$ cat config.mk
export PLATFORM = sky130hd
export DESIGN_NAME = pmr_mgmt
export DESIGN_NICKNAME = d
export VERILOG_FILES = /design/src/hw/pmr_pkg.sv /design/src/hw/pmr_mgmt.sv
export VERILOG_INCLUDE_DIRS = /design/src /design/src/hw
export SDC_FILE = /design/constraint.sdc
export NUM_CORES = 1
export LEC_CHECK = 0
export ABC_AREA = 1
export BUFFER_PORTS_ARGS = -buffer_cell sky130_fd_sc_hd__buf_4
export CAP_MARGIN = 15
export CORE_UTILIZATION = 55
export DETAILED_ROUTE_END_ITERATION = 10
export PLACE_DENSITY = 0.74
export SYNTH_ARGS = -nofsm -noshare
export SYNTH_HDL_FRONTEND = slang
export SYNTH_SLANG_ARGS = --single-unit
$ cat constraint.sdc
create_clock -name sys_clk -period 3 [get_ports sys_clk]
set_clock_uncertainty 0.1 [all_clocks]
set_input_delay 0.6 -clock sys_clk [delete_from_list [all_inputs] [get_ports sys_clk]]
set_output_delay 0.6 -clock sys_clk [all_outputs]
set_load 0.02 [all_outputs]
$ cat src/hw/pmr_consts.svh
`ifndef PMR_CONSTS_SVH
`define PMR_CONSTS_SVH
// Register indices inside the 32-entry management space.
`define PMR_REG_CTRL1      5'h16
`define PMR_REG_INT        5'h1B
`define PMR_REG_CTRL2      5'h1F
// Field positions.
`define PMR_BCAST_OFF_BIT  9
`define PMR_INT_POL_BIT    9
`define PMR_MDIX_DIS_BIT   13
`define PMR_MDIX_SEL_BIT   14
// Reset values.
`define PMR_CTRL1_RST      16'h0000
`define PMR_INT_EN_RST     8'h00
`define PMR_CTRL2_RST      16'h0000
// Cycles after reset release before the straps are taken.
`define PMR_STRAP_WAIT     2'h2
// Frame constants.
`define PMR_PREAMBLE_LEN   6'h20
`define PMR_HDR_LAST       4'hB
`define PMR_DATA_LAST      4'hF
`define PMR_OP_READ        2'h2
`define PMR_OP_WRITE       2'h1
// Strap codes for the back-to-back repeater modes.
`define PMR_CFG_B2B_MII    3'h6
`define PMR_CFG_B2B_RMII   3'h5
`endif

$ cat src/hw/pmr_pkg.sv
package pmr_pkg;
    // Management frame walker states, one-hot.
    typedef enum logic [5:0] {
        PMR_PRE  = 6'h01,
        PMR_ST   = 6'h02,
        PMR_HDR  = 6'h04,
        PMR_TA1  = 6'h08,
        PMR_TA2  = 6'h10,
        PMR_DATA = 6'h20
    } pmr_state_t;
endpackage : pmr_pkg

$ cat src/hw/pmr_mgmt.sv
// How it works
// - Read frame: preamble, start, op, address, turnaround, data.
// - Five-bit register address selects one of thirty-two.
// - Answer own address and broadcast zero.
// - Broadcast writes accepted; broadcast reads answered too.
// - Strap or control bit turns broadcast off.
// - Latch three-bit address strap after reset.
// - Enabled conditions alone assert the interrupt output.
// - Low byte records occurred interrupt conditions.
// - Reading interrupt register clears flags after data.
// - Control bit sets interrupt polarity, default low.
// - Auto pair selection on after reset; bit disables.
// - Manual mode: bit chooses straight or crossed pairs.
// - Auto mode follows detected partner pair usage.
// - Straight transmits first pair; crossed swaps roles.
// - Strap 110 selects four-bit back-to-back repeater.
// - Strap 101 selects two-bit back-to-back repeater.
// - Back-to-back: partner receive feeds our transmit.
`include "pmr_consts.svh"
`timescale 1ns/10ps
`default_nettype none
module pmr_mgmt
    import pmr_pkg::*;
(
    input  wire logic       sys_clk,                  // Core clock, 125 MHz.
    input  wire logic       reset_n,                  // Asynchronous reset, active low.
    input  wire logic       mdc,                      // Management clock pin from controller.
    input  wire logic       mdio_in,                  // Management data pin level.
    output logic            mdio_out,                 // Management data drive value.
    output logic            mdio_oe,                  // High while we drive the data pin.
    input  wire logic [2:0] phy_address_strap,        // Address strap pins.
    input  wire logic       broadcast_disable_strap,  // Broadcast-off strap pin.
    input  wire logic [2:0] config_strap,             // Mode strap pins.
    input  wire logic [7:0] int_event,                // Interrupt condition pulses from core.
    output logic            interrupt_output,         // Interrupt pin, polarity programmable.
    input  wire logic       partner_crossed,          // Core detector: partner uses crossed pairs.
    output logic            mdix_select,              // High selects crossed pair assignment.
    output logic            b2b_mii_mode,             // Four-bit repeater mode active.
    output logic            b2b_rmii_mode,            // Two-bit repeater mode active.
    input  wire logic       tx_en_pin,                // Transmit enable pin.
    input  wire logic [3:0] txd_pin,                  // Transmit data pins.
    output logic            core_tx_en,               // Transmit enable toward core.
    output logic [3:0]      core_txd                  // Transmit data toward core.
);
    // Pin synchronisers; the first stages feed only the second stages.
    logic [2:0] mdc_sync_ff;        // Stages two and three feed the edge detector.
    logic [1:0] mdio_sync_ff;       // Data pin, same delay as the clock stage two.
    logic [2:0] pad_s1_ff;          // Address strap first stage.
    logic [2:0] pad_s2_ff;          // Address strap second stage.
    logic [3:0] cfg_s1_ff;          // Mode and broadcast straps first stage.
    logic [3:0] cfg_s2_ff;          // Mode and broadcast straps second stage.
    logic [4:0] tx_s1_ff;           // Transmit pins first stage.
    logic [4:0] tx_s2_ff;           // Transmit pins second stage.
    always_ff @(posedge sys_clk or negedge reset_n)
    begin
        if (!reset_n)
        begin
            mdc_sync_ff  <= 3'h0;
            mdio_sync_ff <= 2'h3;
            pad_s1_ff    <= 3'h0;
            pad_s2_ff    <= 3'h0;
            cfg_s1_ff    <= 4'h0;
            cfg_s2_ff    <= 4'h0;
            tx_s1_ff     <= 5'h00;
            tx_s2_ff     <= 5'h00;
        end
        else
        begin
            mdc_sync_ff  <= {mdc_sync_ff[1:0], mdc};
            mdio_sync_ff <= {mdio_sync_ff[0], mdio_in};
            pad_s1_ff    <= phy_address_strap;
            pad_s2_ff    <= pad_s1_ff;
            cfg_s1_ff    <= {broadcast_disable_strap, config_strap};
            cfg_s2_ff    <= cfg_s1_ff;
            tx_s1_ff     <= {tx_en_pin, txd_pin};
            tx_s2_ff     <= tx_s1_ff;
        end
    end
    // A rising management clock edge, seen two cycles late like the data bit.
    wire mdc_rise = mdc_sync_ff[1] & ~mdc_sync_ff[2];
    wire mdio_bit = mdio_sync_ff[1];
    // Straps are caught by a clocked process once the synchronisers have filled.
    logic [1:0] strap_wait_ff;      // Cycles since reset release.
    logic       strap_taken_ff;     // Straps have been captured.
    logic [2:0] phy_addr_ff;        // Latched device address.
    logic [3:0] strap_cfg_ff;       // Latched broadcast-off and mode straps.
    always_ff @(posedge sys_clk or negedge reset_n)
    begin
        if (!reset_n)
        begin
            strap_wait_ff  <= 2'h0;
            strap_taken_ff <= 1'b0;
            phy_addr_ff    <= 3'h0;
            strap_cfg_ff   <= 4'h0;
        end
        else if (!strap_taken_ff)
        begin
            strap_wait_ff <= strap_wait_ff + 2'h1;
            if (strap_wait_ff == `PMR_STRAP_WAIT)   // Both sync stages hold fresh samples.
            begin
                strap_taken_ff <= 1'b1;
                phy_addr_ff    <= pad_s2_ff;
                strap_cfg_ff   <= cfg_s2_ff;
            end
        end
    end
    // Repeater modes come from the mode straps alone.
    assign b2b_mii_mode  = strap_taken_ff && (strap_cfg_ff[2:0] == `PMR_CFG_B2B_MII);
    assign b2b_rmii_mode = strap_taken_ff && (strap_cfg_ff[2:0] == `PMR_CFG_B2B_RMII);
    // Back-to-back: pins carry the partner's receive side; two-bit mode zeroes lanes 3:2.
    logic       core_tx_en_ff;      // Registered transmit enable.
    logic [3:0] core_txd_ff;        // Registered transmit data.
    wire  [3:0] tx_lane_mask = b2b_rmii_mode ? 4'h3 : 4'hF;
    always_ff @(posedge sys_clk or negedge reset_n)
    begin
        if (!reset_n)
        begin
            core_tx_en_ff <= 1'b0;
            core_txd_ff   <= 4'h0;
        end
        else
        begin
            core_tx_en_ff <= tx_s2_ff[4];
            core_txd_ff   <= tx_s2_ff[3:0] & tx_lane_mask;
        end
    end
    assign core_tx_en = core_tx_en_ff;
    assign core_txd   = core_txd_ff;
    // Software-visible registers.
    logic [15:0] ctrl1_ff;          // Control 1, holds broadcast-off.
    logic [7:0]  int_en_ff;         // Interrupt enables.
    logic [7:0]  int_stat_ff;       // Sticky interrupt flags.
    logic [15:0] ctrl2_ff;          // Control 2, polarity and pair selection.
    // Read mux; registers the block does not hold read as zero.
    function automatic logic [15:0] rd_mux(input logic [4:0] a, input logic [15:0] c1,
                                           input logic [15:0] ie, input logic [15:0] c2);
        case (a)
            `PMR_REG_CTRL1: return c1;
            `PMR_REG_INT:   return ie;
            `PMR_REG_CTRL2: return c2;
            default:        return 16'h0000;
        endcase
    endfunction : rd_mux
    // Address match: own address, or zero while broadcast is on.
    wire       bcast_on = ~strap_cfg_ff[3] & ~ctrl1_ff[`PMR_BCAST_OFF_BIT];
    // Frame walker.
    pmr_state_t  state_ff;          // Current frame field.
    logic [5:0]  ones_ff;           // Preamble ones counted, saturating.
    logic [3:0]  cnt_ff;            // Bit index inside header or data.
    logic [15:0] shift_ff;          // Incoming bits, or outgoing read data.
    logic        is_read_ff;        // Matched read in progress.
    logic        is_write_ff;       // Matched write in progress.
    logic [4:0]  reg_ff;            // Register addressed by this frame.
    logic        mdio_out_ff;       // Drive value.
    logic        mdio_oe_ff;        // Drive enable.
    wire [11:0] hdr      = {shift_ff[10:0], mdio_bit};
    wire [1:0]  hdr_op   = hdr[11:10];
    wire [4:0]  hdr_phy  = hdr[9:5];
    wire [4:0]  hdr_reg  = hdr[4:0];
    wire        hdr_hit  = (hdr_phy[4:3] == 2'h0) && ((hdr_phy[2:0] == phy_addr_ff)
                           || ((hdr_phy == 5'h00) && bcast_on));
    wire        data_end = mdc_rise && (state_ff == PMR_DATA) && (cnt_ff == `PMR_DATA_LAST);
    wire        wr_commit = data_end && is_write_ff;
    wire [15:0] wr_data  = {shift_ff[14:0], mdio_bit};
    wire        int_rd_clear = data_end && is_read_ff && (reg_ff == `PMR_REG_INT);
    // The walker advances only on rising management clock edges.
    always_ff @(posedge sys_clk or negedge reset_n)
    begin
        if (!reset_n)
        begin
            state_ff    <= PMR_PRE;
            ones_ff     <= 6'h00;
            cnt_ff      <= 4'h0;
            shift_ff    <= 16'h0000;
            is_read_ff  <= 1'b0;
            is_write_ff <= 1'b0;
            reg_ff      <= 5'h00;
            mdio_out_ff <= 1'b0;
            mdio_oe_ff  <= 1'b0;
        end
        else if (mdc_rise)
        begin
            case (state_ff)
                PMR_PRE:
                begin
                    // A zero after 32 ones is the first start bit.
                    if (mdio_bit)
                        ones_ff <= (ones_ff == `PMR_PREAMBLE_LEN) ? ones_ff : ones_ff + 6'h01;
                    else
                    begin
                        ones_ff <= 6'h00;
                        if (ones_ff == `PMR_PREAMBLE_LEN)
                            state_ff <= PMR_ST;
                    end
                end
                PMR_ST:
                begin
                    // The second start bit must be one, else hunt again.
                    cnt_ff   <= 4'h0;
                    state_ff <= mdio_bit ? PMR_HDR : PMR_PRE;
                end
                PMR_HDR:
                begin
                    shift_ff <= {shift_ff[14:0], mdio_bit};
                    cnt_ff   <= cnt_ff + 4'h1;
                    if (cnt_ff == `PMR_HDR_LAST)
                    begin
                        reg_ff      <= hdr_reg;
                        is_read_ff  <= hdr_hit && (hdr_op == `PMR_OP_READ);
                        is_write_ff <= hdr_hit && (hdr_op == `PMR_OP_WRITE);
                        // Snapshot read data now; flags set later are cleared at data end unless set in that cycle.
                        shift_ff    <= rd_mux(hdr_reg, ctrl1_ff, {int_en_ff, int_stat_ff},
                                              ctrl2_ff);
                        // Foreign or malformed frames are dropped without driving.
                        state_ff    <= (hdr_hit && (hdr_op == `PMR_OP_READ
                                        || hdr_op == `PMR_OP_WRITE)) ? PMR_TA1 : PMR_PRE;
                    end
                end
                PMR_TA1:
                begin
                    // First turnaround bit is released; we drive zero in the second.
                    state_ff    <= PMR_TA2;
                    mdio_out_ff <= 1'b0;
                    mdio_oe_ff  <= is_read_ff;
                end
                PMR_TA2:
                begin
                    state_ff    <= PMR_DATA;
                    cnt_ff      <= 4'h0;
                    mdio_out_ff <= shift_ff[15];
                    shift_ff    <= {shift_ff[14:0], 1'b0};  // A write refills all 16 bits.
                end
                PMR_DATA:
                begin
                    cnt_ff <= cnt_ff + 4'h1;
                    // Writes shift in controller data; reads shift out ours.
                    shift_ff    <= is_read_ff ? {shift_ff[14:0], 1'b0} : wr_data;
                    mdio_out_ff <= shift_ff[15];
                    if (cnt_ff == `PMR_DATA_LAST)
                    begin
                        state_ff    <= PMR_PRE;
                        mdio_oe_ff  <= 1'b0;
                        is_read_ff  <= 1'b0;
                        is_write_ff <= 1'b0;
                        ones_ff     <= 6'h00;
                    end
                end
                default:
                begin
                    state_ff   <= PMR_PRE;
                    mdio_oe_ff <= 1'b0;
                end
            endcase
        end
    end
    assign mdio_out = mdio_out_ff;
    assign mdio_oe  = mdio_oe_ff;
    // Register writes and sticky flags; a new event beats a read clear.
    always_ff @(posedge sys_clk or negedge reset_n)
    begin
        if (!reset_n)
        begin
            ctrl1_ff    <= `PMR_CTRL1_RST;
            int_en_ff   <= `PMR_INT_EN_RST;
            int_stat_ff <= 8'h00;
            ctrl2_ff    <= `PMR_CTRL2_RST;
        end
        else
        begin
            if (wr_commit && (reg_ff == `PMR_REG_CTRL1))
                ctrl1_ff <= wr_data;
            if (wr_commit && (reg_ff == `PMR_REG_INT))
                int_en_ff <= wr_data[15:8];
            if (wr_commit && (reg_ff == `PMR_REG_CTRL2))
                ctrl2_ff <= wr_data;
            int_stat_ff <= (int_rd_clear ? 8'h00 : int_stat_ff) | int_event;
        end
    end
    // Interrupt pin, registered; polarity bit low means active low.
    logic intr_ff;                  // Pin level.
    wire  int_pending = |(int_en_ff & int_stat_ff);
    always_ff @(posedge sys_clk or negedge reset_n)
    begin
        if (!reset_n)
            intr_ff <= 1'b1;
        else
            intr_ff <= ctrl2_ff[`PMR_INT_POL_BIT] ? int_pending : ~int_pending;
    end
    assign interrupt_output = intr_ff;
    // Pair selection; crossed assignment swaps transmit and receive pairs.
    logic mdix_ff;                  // Selected assignment.
    always_ff @(posedge sys_clk or negedge reset_n)
    begin
        if (!reset_n)
            mdix_ff <= 1'b0;
        else if (ctrl2_ff[`PMR_MDIX_DIS_BIT])
            mdix_ff <= ctrl2_ff[`PMR_MDIX_SEL_BIT];
        else
            mdix_ff <= partner_crossed;
    end
    assign mdix_select = mdix_ff;
endmodule : pmr_mgmt
`default_nettype wire

==> run metrics <==
status=completed; first-pass GRT wire length=just over 20,000 um; filler cell count=839; CP Data Required Time=2300 ps; simple-gate area share of the yosys netlist=0.259; Avg Inst Size Synth=8.80 sq um; CTS clock-pin slew for the worst setup and hold paths=~60 ps; gr usage total=0.238; Synth Net Count=a little over 700; VDD IR max=0.557 mV; yosys warns=0; row cnt=37; Clock power frac=0.408; period utilization=0.711; synth top area cells=dfrtp_1 54%, nand2_1 11%, nor2_1 7.2%, inv_1 4.2%, o21ai_1 2.9%; # diodes=0; Die X=between 100 and 150 um; Clock Path Buffers=2; Crit. End Element=primary output; Syn Inst Count=just under 700; worst relative slew slack=0.597; Yosys cell types=38; Power Dens Cells=about 690 nW/um^2; placed insts=~840; area of the multi-input gates=~2200 sq um; initial drt markers=275; kind of critical path=register to primary output; Core ar.=around 10,000 sq um; Yosys top cell area share=0.543; RSZ-0062 raised after global routing=no; Worst setup SP type=register; die area=approximately 11,000 sq um; layout cells sized above 1=0.152; dpl hpwl=~8000 um; CTS sink count=135; setup bufs post-CTS=0; Detailed Routing Iterations Pass 1=5; worst slew pin tran=605 ps; Yosys top cell by area=dfrtp_1; xor/xnor cell area share of the yosys netlist=0.00581; initial core utilization=0.577; Arrival @ worst endpoint=about 1400 ps; Internal=3340 uW; Non-Filler Instances=874; worst-skew pair later-pin latency=~540 ps; hold_buf cts=1; grt total ovfl=0; adder-cell share of the synthesized area=0.0124; CTS resizes=0; Final min period=2130 ps; Compound-Gate Fraction of Synth Area=0.0858; vias in the first global route=4,487; Post-Route WL=12,000 um; crit-path max FO=6; setup TNS=0 ps; H-tree level count=4; Nets=around 760; # DRC=0; P_sw=roughly 1500 uW; largest net degree at the start of global routing=65; Pleak=0.00326 uW; IO Count=36; Register Area=roughly 3400 sq um; number of synthesized register bits=135; achievable frequency=469 MHz; Switching Fraction=0.304; Comb power frac=0.145; largest family of logic cells by synthesized area=simple AND/OR/NAND/NOR gates; DIE HEIGHT=107 um; Vias=approximately 4,500; CTS tree=done; placer congestion estimate=0.805; Seq/Total Area, Yosys=0.561; Final Max Slew Viols=0; worst hold path type=primary input to register; area grow syn2layout=14.7%; mux contribution to synthesized area=0.00746; Avg Vias per Cell=just over 5; initial antenna violation count=0; maxcap violations=0; CTS root buffer=clkbuf_8; Wirelength per Cell=13.8 um; Final Setup Violations=0; mapped cell area=6030 sq um; CTS Buf Count=17; IO Port Bufs=35; antenna viol nets, final=0; final hold vios=0; sequential power share=0.447
## cell usage in the layout, fill, tap and decap left out, drive strengths merged
master,Yosys,routed
nand2,187,187
dfrtp,131,131
nor2,123,123
inv,70,78
o21ai,66,66
buf,15,37
nand3,30,30
clkbuf,3,18
a21oi,10,10
nand4,10,10
a21o,9,9
ha,6,6
clkinv,2,6
nor3,4,4
mux2,4,4
dfstp,4,4
nor4,3,3
a22o,2,2
xor2,2,2
xnor2,2,2
a221oi,1,1
or2,1,1
o22ai,1,1
clkinvlp,0,1
bufinv,0,1
dlygate4sd3,0,1
## sequential cells by signal, indices dropped and copies added (netlist names), 3 cells and up
signal	cells
int_stat_ff	8
ones_ff	6
tx_s1_ff	5
pad_s1_ff	3
cfg_s1_ff	4
strap_cfg_ff	4
reg_ff	5
state_ff	6
mdc_sync_ff	3
ctrl2_ff	16
phy_addr_ff	3
pad_s2_ff	3
cnt_ff	4
int_en_ff	8
shift_ff	16
ctrl1_ff	16
core_txd	4
cfg_s2_ff	4
tx_s2_ff	5
## cell type report
cell class | count | share of cell area
clock buffers | 18 | 0.0604
well taps | 136 | 0.0246
flip-flops and latches | 135 | 0.489
inverters | 72 | 0.0392
multi-input cells | 461 | 0.323
clock inverters | 14 | 0.0199
repair buffers | 38 | 0.0439
## critical path: stages, from the launching register on
cell and delay, ps:
dfrtp_1 430, nand2_1 100, nor2_1 190, buf_4 180
## power by group through the flow
stage | combinational, uW | clock, uW | sequential (uW)
3_3_place_gp | 669 | 0 | 2170
3_5_place_dp | 693 | 0 | 2170
2_1_floorplan | 498 | 0 | 2140
6_report | 696 | 1960 | 2150
4_1_cts | 702 | 2000 | 2140
5_1_grt | 802 | 2070 | 2170
## logic make-up after synthesis
group / count (synthesis)
AOI/OAI and AO/OA: 89
DFF: 135
muxes: 4
xor gates and xnor gates: 4
and+or+nand+nor: 358
adders and majority gates: 6
buffers and inverters: 90
## path summary, 6_finish.rpt
kind | start | end | slack (ps) | cells after the start
max in group asynchronous | reset_n | interrupt_output | 1500 | 3
min | txd_pin[1] | tx_s1_ff[1] | 70 | 1
max reg2reg | state_ff[3] | ctrl2_ff[7] | 1040 | 8
min in group asynchronous | reset_n | ones_ff[2] | 520 | 2
max | strap_taken_ff | b2b_rmii_mode | 870 | 3
min reg2reg | pad_s1_ff[2] | pad_s2_ff[2] | 250 | 0
## synth_stat cells
master and instances:
a21o_1 9, a21oi_1 10, a221oi_1 1, a22o_1 2, buf_2 4, buf_4 3, buf_6 8, clkbuf_1 3
clkinv_1 1, clkinv_2 1, dfrtp_1 131, dfstp_2 4, ha_1 6, inv_1 68, inv_2 2, mux2_2 4
nand2_1 181, nand2_2 4, nand2_4 2, nand3_1 23, nand3_2 4, nand3_4 3, nand4_1 9, nand4_2 1
nor2_1 116, nor2_2 3, nor2_4 3, nor2_8 1, nor3_1 4, nor4_1 2, nor4_2 1, o21ai_0 21
o21ai_1 35, o21ai_2 10, o22ai_1 1, or2_2 1, xnor2_1 2, xor2_1 2
## stage by stage
step	instance area [sq um]	hold WS (ps)	util	total power, uW	setup slack [ps]
final	6920	67.1	0.661	4800	866
after global routing	6920	33.9	0.661	5040	762
after CTS	6920	36.0	0.661	4850	836
after detailed placement	6350	235	0.607	2870	1080
after global placement	6350	231	0.607	2830	1130
after floorplan	6030	204	-	2630	1360
## layer usage
metal | part of all wire | track usage
met2 | 0.50 | 0.375
met1 | 0.44 | 0.307
met4 | 0.014 | 0.109
met5 | 0 | 0
met3 | 0.045 | 0.0675
Note: power is estimated with default switching activity, not from simulation.
